File: src/reset_config_pkg.sv
// Purpose: shared constants and types of the reset-time strap sampler
// Assumes: 32-bit APB, one aligned word per register
// Notes:   offsets are byte addresses
package reset_config_pkg;

    // =========================================================
    // register map
    localparam logic [11:0] OFS_RESET_STATUS = 12'h000;
    localparam logic [11:0] OFS_IRQ_MUX_SEL  = 12'h004;
    localparam logic [11:0] OFS_RESET_CTRL   = 12'h008;

    // =========================================================
    // reset status field positions
    localparam int STAT_BOOT_LSB = 0;
    localparam int STAT_BOOT_MSB = 1;
    localparam int STAT_PULL_BIT = 2;
    localparam int STAT_KIND_LSB = 4;
    localparam int STAT_KIND_MSB = 6;

    // reset control field positions
    localparam int CTRL_GO_BIT   = 0;
    localparam int CTRL_KIND_LSB = 4;
    localparam int CTRL_KIND_MSB = 6;

    // =========================================================
    // reset values
    localparam logic [15:0] IRQ_MUX_SEL_RST = 16'h0000;
    localparam logic [1:0]  BOOT_RST        = 2'h0;
    localparam logic        PULL_RST        = 1'b0;

    // =========================================================
    // boot selection codes, low bit of the pins is the msb
    localparam logic [1:0] BOOT_INT_FLASH = 2'h0;
    localparam logic [1:0] BOOT_DOWNLOAD  = 2'h1;
    localparam logic [1:0] BOOT_EXT_MEM   = 2'h2;
    localparam logic [1:0] BOOT_RESERVED  = 2'h3;

    // =========================================================
    // timing: strap latch lead before reset_output negates
    localparam int PULL_LEAD_CYCLES  = 4;
    localparam int PULSE_CYCLES_DEF  = 64;

    // =========================================================
    // reset sources
    typedef enum logic [2:0] {
        RK_POWER_ON         = 3'h0,
        RK_EXTERNAL         = 3'h1,
        RK_WATCHDOG         = 3'h2,
        RK_SOFTWARE_SYSTEM  = 3'h3,
        RK_DEBUG_PORT       = 3'h4,
        RK_SOFTWARE_EXTERN  = 3'h5
    } reset_kind_t;

    typedef enum logic [0:0] {
        ST_IDLE,
        ST_ASSERT
    } rst_state_t;

endpackage : reset_config_pkg

File: src/reset_config_pin_sampler.sv
// Purpose: reset-output pulse, boot and pull strap capture, trigger and
//          external interrupt routing
// Assumes: all pin inputs synchronous to pclk, straps stable in pulse
// Notes:   APB slave with zero wait states
//
// Overview of operation
// - The low boot bit alone picks the config word source; download boot needs both bits.
// - The high boot pin is caught during reset_output to set status/mode.
// - Boot code 00 is flash, 01 download, 10 external memory, 11 reserved.
// - Without the external bus the low boot bit always reads as zero.
// - The pull strap is latched four cycles before reset_output negates.
// - The pull value is kept in status, not refreshed on debug/sw-ext resets.
// - Pull value 0 gives weak pull-downs on timer pins, 1 gives pull-ups.
// - Each conversion trigger starts the queue of the same index.
// - The mux select register routes each interrupt pin or its alternate to the unit.
//
// The address map and the APB register port were decided locally.
`timescale 1ns/100ps

module reset_config_pin_sampler
    import reset_config_pkg::*;
#(
    parameter int          PULSE_CYCLES  = PULSE_CYCLES_DEF,
    parameter bit          HAS_EXT_BUS   = 1'b1,
    parameter int          NUM_TRIG      = 4,
    parameter int          NUM_IRQ       = 16
)(
    // clock and reset
    input  wire logic                 pclk,
    input  wire logic                 presetn,
    // apb slave
    input  wire logic                 psel,
    input  wire logic                 penable,
    input  wire logic                 pwrite,
    input  wire logic [11:0]          paddr,
    input  wire logic [31:0]          pwdata,
    output logic      [31:0]          prdata,
    output logic                      pready,
    output logic                      pslverr,
    // reset requests from other sources
    input  wire logic                 reset_req,
    input  wire logic [2:0]           reset_req_kind,
    output logic                      reset_output,
    // strap pins
    input  wire logic                 boot_select_low,
    input  wire logic                 boot_select_high,
    input  wire logic                 pull_dir_strap,
    // boot program selection
    output logic      [1:0]           boot_select_pins,
    output logic                      cfg_word_ext,
    output logic                      boot_download,
    output logic                      boot_ext_mem,
    output logic                      boot_reserved,
    // timer pin pull direction
    output logic                      timer_pull_up,
    output logic                      timer_pull_down,
    // conversion triggers
    input  wire logic [NUM_TRIG-1:0]  conv_trigger_in,
    output logic      [NUM_TRIG-1:0]  conv_queue_start,
    // external interrupts
    input  wire logic [NUM_IRQ-1:0]   irq_pin_n,
    input  wire logic [NUM_IRQ-1:0]   irq_alt_src,
    output logic      [NUM_IRQ-1:0]   irq_to_sys_unit
);

    localparam int CNT_W = $clog2(PULSE_CYCLES + 1);
    localparam logic [CNT_W-1:0] CNT_LAST =
        CNT_W'(PULSE_CYCLES - 1);
    // edge at which the straps are caught, lead cycles before negation
    localparam logic [CNT_W-1:0] CNT_SAMPLE =
        CNT_W'(PULSE_CYCLES - 1 - PULL_LEAD_CYCLES);

    // =========================================================
    // apb decode
    logic        wr_en;
    logic        hit_status;
    logic        hit_mux;
    logic        hit_ctrl;
    logic        sw_go;
    reset_kind_t sw_kind;

    // zero-wait slave keeps the master's access phase to one cycle
    assign pready = 1'b1;
    assign wr_en  = psel & penable & pwrite;

    always_comb
    begin
        hit_status = 1'b0;
        hit_mux    = 1'b0;
        hit_ctrl   = 1'b0;
        if (paddr == OFS_RESET_STATUS)
        begin
            hit_status = 1'b1;
        end
        else if (paddr == OFS_IRQ_MUX_SEL)
        begin
            hit_mux = 1'b1;
        end
        else if (paddr == OFS_RESET_CTRL)
        begin
            hit_ctrl = 1'b1;
        end
    end

    assign pslverr = psel & penable & ~(hit_status | hit_mux | hit_ctrl);
    assign sw_go   = wr_en & hit_ctrl & pwdata[CTRL_GO_BIT];
    assign sw_kind = reset_kind_t'(pwdata[CTRL_KIND_MSB:CTRL_KIND_LSB]);

    // =========================================================
    // reset sequencer
    rst_state_t       state_ff;
    rst_state_t       nxt_state;
    logic [CNT_W-1:0] cnt_ff;
    logic [CNT_W-1:0] nxt_cnt;
    reset_kind_t      kind_ff;
    reset_kind_t      nxt_kind;
    logic             rst_pulse_ff;
    logic             nxt_rst_pulse;

    always_comb
    begin
        nxt_state  = state_ff;
        nxt_cnt    = cnt_ff;
        nxt_kind   = kind_ff;
        nxt_rst_pulse = rst_pulse_ff;
        case (state_ff)
            ST_IDLE:
            begin
                // hardware requests win over a software write
                if (reset_req)
                begin
                    nxt_state  = ST_ASSERT;
                    nxt_kind   = reset_kind_t'(reset_req_kind);
                    nxt_cnt    = '0;
                    nxt_rst_pulse = 1'b1;
                end
                else if (sw_go)
                begin
                    nxt_state  = ST_ASSERT;
                    nxt_kind   = sw_kind;
                    nxt_cnt    = '0;
                    nxt_rst_pulse = 1'b1;
                end
            end
            ST_ASSERT:
            begin
                // requests during the pulse are dropped, not queued
                if (cnt_ff == CNT_LAST)
                begin
                    nxt_state  = ST_IDLE;
                    nxt_rst_pulse = 1'b0;
                end
                else
                begin
                    nxt_cnt = cnt_ff + CNT_W'(1);
                end
            end
            default:
            begin
                nxt_state = ST_IDLE;
            end
        endcase
    end

    // power-on: the pulse starts straight out of presetn
    always_ff @(posedge pclk or negedge presetn)
    begin
        if (!presetn)
        begin
            state_ff  <= ST_ASSERT;
            cnt_ff    <= '0;
            kind_ff   <= RK_POWER_ON;
            rst_pulse_ff <= 1'b1;
        end
        else
        begin
            state_ff  <= nxt_state;
            cnt_ff    <= nxt_cnt;
            kind_ff   <= nxt_kind;
            rst_pulse_ff <= nxt_rst_pulse;
        end
    end

    assign reset_output = rst_pulse_ff;

    // =========================================================
    // strap capture
    logic       sample_now;
    logic       boot_low_eff;
    logic [1:0] boot_ff;
    logic [1:0] nxt_boot;
    logic       pull_ff;
    logic       nxt_pull;
    logic       refresh_pull;

    assign sample_now   = (state_ff == ST_ASSERT) && (cnt_ff == CNT_SAMPLE);
    assign boot_low_eff = HAS_EXT_BUS ? boot_select_low : 1'b0;
    assign refresh_pull = (kind_ff != RK_DEBUG_PORT) &&
                          (kind_ff != RK_SOFTWARE_EXTERN);

    always_comb
    begin
        nxt_boot = boot_ff;
        nxt_pull = pull_ff;
        if (sample_now)
        begin
            nxt_boot = {boot_low_eff, boot_select_high};
            if (refresh_pull)
            begin
                nxt_pull = pull_dir_strap;
            end
        end
    end

    always_ff @(posedge pclk or negedge presetn)
    begin
        if (!presetn)
        begin
            boot_ff <= BOOT_RST;
            pull_ff <= PULL_RST;
        end
        else
        begin
            boot_ff <= nxt_boot;
            pull_ff <= nxt_pull;
        end
    end

    // =========================================================
    // boot selection and pull direction outputs
    assign boot_select_pins = boot_ff;
    assign cfg_word_ext     = boot_ff[1];
    assign boot_download    = (boot_ff == BOOT_DOWNLOAD);
    assign boot_ext_mem     = (boot_ff == BOOT_EXT_MEM);
    assign boot_reserved    = (boot_ff == BOOT_RESERVED);
    // pulls only take effect once reset_output has negated
    assign timer_pull_up    = ~rst_pulse_ff & pull_ff;
    assign timer_pull_down  = ~rst_pulse_ff & ~pull_ff;

    // =========================================================
    // interrupt mux select register
    logic [NUM_IRQ-1:0] mux_ff;
    logic [NUM_IRQ-1:0] nxt_mux;

    always_comb
    begin
        nxt_mux = mux_ff;
        if (wr_en && hit_mux)
        begin
            nxt_mux = pwdata[NUM_IRQ-1:0];
        end
    end

    always_ff @(posedge pclk or negedge presetn)
    begin
        if (!presetn)
        begin
            mux_ff <= IRQ_MUX_SEL_RST[NUM_IRQ-1:0];
        end
        else
        begin
            mux_ff <= nxt_mux;
        end
    end

    // =========================================================
    // read data
    // comb from the registers so a zero-wait access phase sees it
    always_comb
    begin
        prdata = 32'h0000_0000;
        if (psel && !pwrite && hit_status)
        begin
            prdata[STAT_BOOT_MSB:STAT_BOOT_LSB] = boot_ff;
            prdata[STAT_PULL_BIT]               = pull_ff;
            prdata[STAT_KIND_MSB:STAT_KIND_LSB] = kind_ff;
        end
        else if (psel && !pwrite && hit_mux)
        begin
            prdata[NUM_IRQ-1:0] = mux_ff;
        end
    end

    // =========================================================
    // conversion triggers and interrupt routing
    logic [NUM_TRIG-1:0] trig_prev_ff;
    logic [NUM_TRIG-1:0] start_ff;
    logic [NUM_TRIG-1:0] nxt_start;
    logic [NUM_IRQ-1:0]  irq_ff;
    logic [NUM_IRQ-1:0]  nxt_irq;

    genvar gi;
    generate
        for (gi = 0; gi < NUM_TRIG; gi++)
        begin : g_trig
            // one start pulse per rising trigger edge
            assign nxt_start[gi] = conv_trigger_in[gi] &
                                   ~trig_prev_ff[gi];
        end
        for (gi = 0; gi < NUM_IRQ; gi++)
        begin : g_irq
            // pins are active low; unselected lines take the alternate
            assign nxt_irq[gi] = mux_ff[gi] ? ~irq_pin_n[gi]
                                            : irq_alt_src[gi];
        end
    endgenerate

    always_ff @(posedge pclk or negedge presetn)
    begin
        if (!presetn)
        begin
            trig_prev_ff <= '0;
            start_ff     <= '0;
            irq_ff       <= '0;
        end
        else
        begin
            trig_prev_ff <= conv_trigger_in;
            start_ff     <= nxt_start;
            irq_ff       <= nxt_irq;
        end
    end

    assign conv_queue_start = start_ff;
    assign irq_to_sys_unit  = irq_ff;

endmodule : reset_config_pin_sampler

File: config.mk
export PLATFORM = sky130hd
export DESIGN_NAME = reset_config_pin_sampler
export DESIGN_NICKNAME = d
export VERILOG_FILES = /design/src/reset_config_pkg.sv /design/src/reset_config_pin_sampler.sv
export SDC_FILE = /design/constraint.sdc
export NUM_CORES = 1
export LEC_CHECK = 0
export BUFFER_PORTS_ARGS = -buffer_cell sky130_fd_sc_hd__buf_2
export CAP_MARGIN = 15
export CORE_MARGIN = 2
export CORE_UTILIZATION = 35
export DETAILED_ROUTE_END_ITERATION = 12
export HOLD_SLACK_MARGIN = 0.15
export PLACE_DENSITY = 0.65
export RECOVER_POWER = 50
export SLEW_MARGIN = 20
export SYNTH_ARGS = -nofsm -noshare
export SYNTH_HDL_FRONTEND = slang
export SYNTH_SLANG_ARGS = --single-unit
File: constraint.sdc
create_clock -name pclk -period 4.4 [get_ports pclk]
set_clock_uncertainty 0.1 [all_clocks]
set_input_delay 0.88 -clock pclk [delete_from_list [all_inputs] [get_ports pclk]]
set_output_delay 0.88 -clock pclk [all_outputs]
set_load 0.01 [all_outputs]
# Yosys cells after proc, flatten, opt, wreduce, memory -nomap -nowiden
# Cells that the tools add are included.
[totals]
word_cells = 114
latch_bits = 0
ramBits = 0
memories = 0
ff_bits = 55
rom_bits = 0
inputBits = 92
[classes]
shift = 0
order_cmp = 0
multipliers = 0
addsub = 1
n_div = 0
reduce_logical = 13
bitwise = 37
eq_ne = 12
muxes = 41
[ops]
columns = ["cell", "count"]
rows = [
  ["2-to-1 mux 1 bit", 29],
  ["NOT 1 bit", 24],
  ["2-to-1 mux 7 bit", 3],
  ["2-to-1 mux 16 bit", 1],
  ["== test 7 x 6 -> 1 bit (second input constant)", 2],
  ["case mux 7 bit (2 select lines)", 1],
  ["== test 12 x 3 -> 1 bit (second input constant)", 1],
  ["== test 12 x 4 -> 1 bit (second input constant)", 1],
  ["zero test 12 bit", 1],
  ["2-to-1 mux 3 bit", 4],
  ["bitwise AND 1 bit", 11],
  ["2-to-1 mux 9 bit", 1],
  ["!= test 3 bit (second input constant)", 3],
  ["AND reduction 2 bit", 4],
  ["adder 7 x 1 -> 7 bit (second input constant)", 1],
  ["logical AND 1 bit", 6],
  ["== test 2 bit (second input constant)", 2],
  ["case mux 1 bit (2 select lines)", 2],
  ["== test 2 x 1 -> 1 bit (second input constant)", 1],
  ["!= test 2 x 1 -> 1 bit (second input constant)", 1],
  ["!= test 2 bit (second input constant)", 1],
  ["OR 1 bit", 2],
  ["nonzero test 2 bit", 1],
  ["zero test 1 bit", 1],
]

# Longest topological paths before layout
[depth]
depth_word = 9
ltp_mapped = 6
mapped_depth_nobuf = 5

# Least setup slack after synthesis
# No wires, ideal clock.
[synth_path]
path_kind = "input port to output port"
start = "in paddr[5]"
end = "out prdata[10]"
t_arrival_ps = 1942
setup_slack_ps = 1478
required_ps = 3420
stages = 6
path_cell_list = "nor4_2 > and2_4 > and4b_1 > buf_4 > buf_6 > and2_1"
[synth_via]
elab_chain_cells = 6
[synth_rtl]
columns = ["item", "line", "rtl"]
rows = [
  ["start, declared", "reset_config_pin_sampler.sv:35", "input wire logic [11:0] paddr,"],
  ["== test 12 x 3 -> 1 bit", "reset_config_pin_sampler.sv:95", "else if (paddr == OFS_IRQ_MUX_SEL)"],
  ["2-to-1 mux 1 bit", "reset_config_pin_sampler.sv:95", ""],
  ["2-to-1 mux 1 bit", "reset_config_pin_sampler.sv:91", "if (paddr == OFS_RESET_STATUS)"],
  ["logical AND 1 bit", "reset_config_pin_sampler.sv:278", "else if (psel && !pwrite && hit_mux)"],
  ["2-to-1 mux 16 bit", "reset_config_pin_sampler.sv:278", ""],
  ["2-to-1 mux 9 bit *", "reset_config_pin_sampler.sv:272", "if (psel && !pwrite && hit_status)"],
  ["end, declared", "reset_config_pin_sampler.sv:37", "output logic [31:0] prdata,"],
]
# Every way passes the cells marked *; elsewhere a longest branch is shown, timed or not.

# Worst setup path after layout
[layout_path]
start = "in paddr[5]"
end = "out prdata[6]"
[layout_via]
elab_chain_cells = 6
[layout_rtl]
columns = ["item", "line"]
rows = [
  ["== test 12 x 3 -> 1 bit", "reset_config_pin_sampler.sv:95"],
  ["2-to-1 mux 1 bit", "reset_config_pin_sampler.sv:95"],
  ["2-to-1 mux 1 bit", "reset_config_pin_sampler.sv:91"],
  ["logical AND 1 bit", "reset_config_pin_sampler.sv:278"],
  ["2-to-1 mux 16 bit", "reset_config_pin_sampler.sv:278"],
  ["2-to-1 mux 3 bit *", "reset_config_pin_sampler.sv:272"],
]
# Marks and branches as above.

==> reports/results.tsv <==
metric	value	unit
status	finished with violations	
violated checks	capacitance limit, slew limit	
slowest CP cell	and4b_1	
Hold EP	conv_queue_start[2]$_DFF_PN0_	
final slew viol count	56	
Cells after Synth	217	
Slowest Stage Delay on Critical Path	0.54	ns
CP cell instances	buf_2, nor4_2, and2_4, and4b_1, a22o_1, buf_2	
post-CTS sizing	0	
CTS tree	done	
Area growth syn-to-layout	27.6	%
layout cells sized above 1	47.2	%
Setup violations, final	0	
Worst Path Required	3.42	ns
Die Span Y	91.0	um
DR iter-0 viols	45	
Residual DRC	0	
CTS Hold Bufs	0	
maxcap violations	1	
clk sinks	55	
CP Class	input pin to output port	
CTS Buf Count	5	
sum of routed wire length over all layers	5660	um
flops & latches, synth	55	
Post-CTS Setup Inserts	0	
Final Non-Filler Cells	438	
Die Area	8270	um2
source of the worst hold timing path	trig_prev_ff[2]$_DFF_PN0_	
GRT overflow	0	
Hold Crit Class	register to register	
Syn Std Cell Area	2650	um2
final instance area	3380	um2
Startpoint Class	input pin	
Pwr per Cell Area	368	nW/um2
wire length per cell	12.9	um
synth unique cells	41	
CTS root buffer	clkbuf_8	
number of global-route vias before repair	1949	
WHS Path Cells	1	
Top FF cell, synth	dfrtp_1	
row cnt	31	
RD Place Congestion	0.734	
Synth top area share	50.1	%
register area share after synthesis	52.1	%
R2R Setup Slk	2.54	ns
start of the worst register-to-register path	cnt_ff[0]$_DFFE_PN0P_	
CP max FO	16	
Setup TNS	0	ns
Inst Count DP	430	
end of the worst register-to-register path	state_ff$_DFF_PN1_	
ys async rst share	100	%
post-route clock period utilization	77.6	%
post-route minimum period	3.42	ns
DP Wirelength	4370	um
most frequent cell after synthesis	dfrtp_1	
relative slew slack	-92.8	%
Pleak	1.80	nW
CTS max path bufs	2	
I/O Buffers	121	
Antenna diodes	0	
Post-synth top cells	dfrtp_1, buf_4, inv_1	
number of synthesized flops with an enable pin	0	
initial antenna violation count	1	
first-pass GRT wire length	9220	um
dpl cell area	3260	um2
post-route ant nets	0	
area leader, netlist	dfrtp_1	
via count	1972	
I/O pins	155	
initial core utilization	36.3	%
peak supply drop	0.147	mV
Synth area leaders	dfrtp_1, mux2i_1, buf_4, mux2_4, mux2_2	
Final Hold Viols	0	
pin slew with the least headroom to its limit	2.89	ns
CP Launch Point	paddr[5]	
via/cell ratio	4.50	
mean post-synth cell area	12.2	um2
H-tree levels	2	
CP dominant cell by count	buf_2	
reg2reg path depth	5	
Detailed Routing Iterations Pass 1	3	
Worst setup EP type	output port	
largest net degree at the start of global routing	56	
die width	91.0	um
critical path arrival	2.44	ns
CTS clk-pin slew, worst paths	0.12	ns
f_max	293	MHz
RSZ-0062 raised after global routing	false	
Nets	431	
GRT Resource Usage Total	13.8	%
CORE AREA	7290	um2
Worst-Skew Late Latency	0.32	ns
Ys Warns	0	
logic make-up (layout without fill, tap and decap cells):
kind of cell	Yosys count	count (layout)	share of synthesized area (%)
buffers and inverters	43	150	9.55
AOI/OAI and AO/OA	21	21	5.49
muxes	42	42	18.4
other	2	17	0.284
and+or+nand+nor	53	53	13.7
adders and majority gates	1	1	0.473
DFF	55	55	52.1
how the worst max path moves through the flow:
stage | slack [ns] | cells past startpoint | end
final | 0.98 | 6 | prdata[6]
after global routing | 0.42 | 2 | mux_ff[8]$_DFFE_PN0P_
after CTS | 0.95 | 6 | prdata[6]
after detailed placement | 0.94 | 6 | prdata[6]
after global placement | 0.97 | 6 | prdata[6]
after floorplan | 1.48 | 6 | prdata[10]
registers in the layout, indices dropped and copies added, names as in the netlist:
signal	count
boot_select_pins	2
cnt_ff	7
conv_queue_start	4
irq_to_sys_unit	16
kind_ff	3
mux_ff	16
pull_ff	1
reset_output	1
state_ff	1
trig_prev_ff	4
stage by stage:
step | setup slack [ns] | utilization [%] | hold WS [ns] | power, mW
CTS | 0.946 | 46.4 | 0.302 | 1.26
global route | 0.422 | 46.3 | 0.314 | 1.32
finish | 0.985 | 46.3 | 0.302 | 1.24
global placement | 0.966 | 44.7 | 0.282 | 0.891
detailed placement | 0.936 | 44.7 | 0.285 | 0.905
floorplan | 1.48 | - | 0.278 | 0.799
cell type report:
type                            count  area [um2]
Sequential cell                    55        1380
Clock inverter                      3        50.0
Inverter                           20        75.1
Clock buffer                        5        68.8
Timing Repair Buffer              122         608
Fill cell                         699        3920
Tap cell                           99         124
Multi-Input combinational cell    134        1070
critical path, delay by kind of cell:
family,cells,cell delay [ns]
buf+inv,2,0.24
simple gates,3,1.07
compound gates,1,0.24
layout by cell type, fill, tap and decap left out, drive strengths merged, types with 3 or more instances in the layout:
master  count
nor2        7
nor4        3
mux2i      19
o21ai       6
mux2       23
a21oi       3
nand4       3
nand2       4
nand3       4
buf       120
inv        22
and2       12
clkbuf      7
nor2b       8
a22o        6
dfrtp      53
conb       17
power breakdown:
| part | switching [mW] | internal [mW] | total, mW |
|---|---|---|---|
| Sequential | 0.0649 | 0.578 | 0.643 |
| Combinational | 0.123 | 0.122 | 0.245 |
| Clock | 0.178 | 0.176 | 0.354 |
| Total | 0.366 | 0.876 | 1.24 |
layer usage:
| layer | GRT usage, % | part of all wire [%] |
|---|---|---|
| met5 | 0 | 0.23 |
| met3 | 4.73 | 9.8 |
| met2 | 22.9 | 47 |
| met1 | 17.2 | 42 |
| met4 | 3.79 | 1.2 |
No activity file was read; power rests on OpenSTA's default activity.
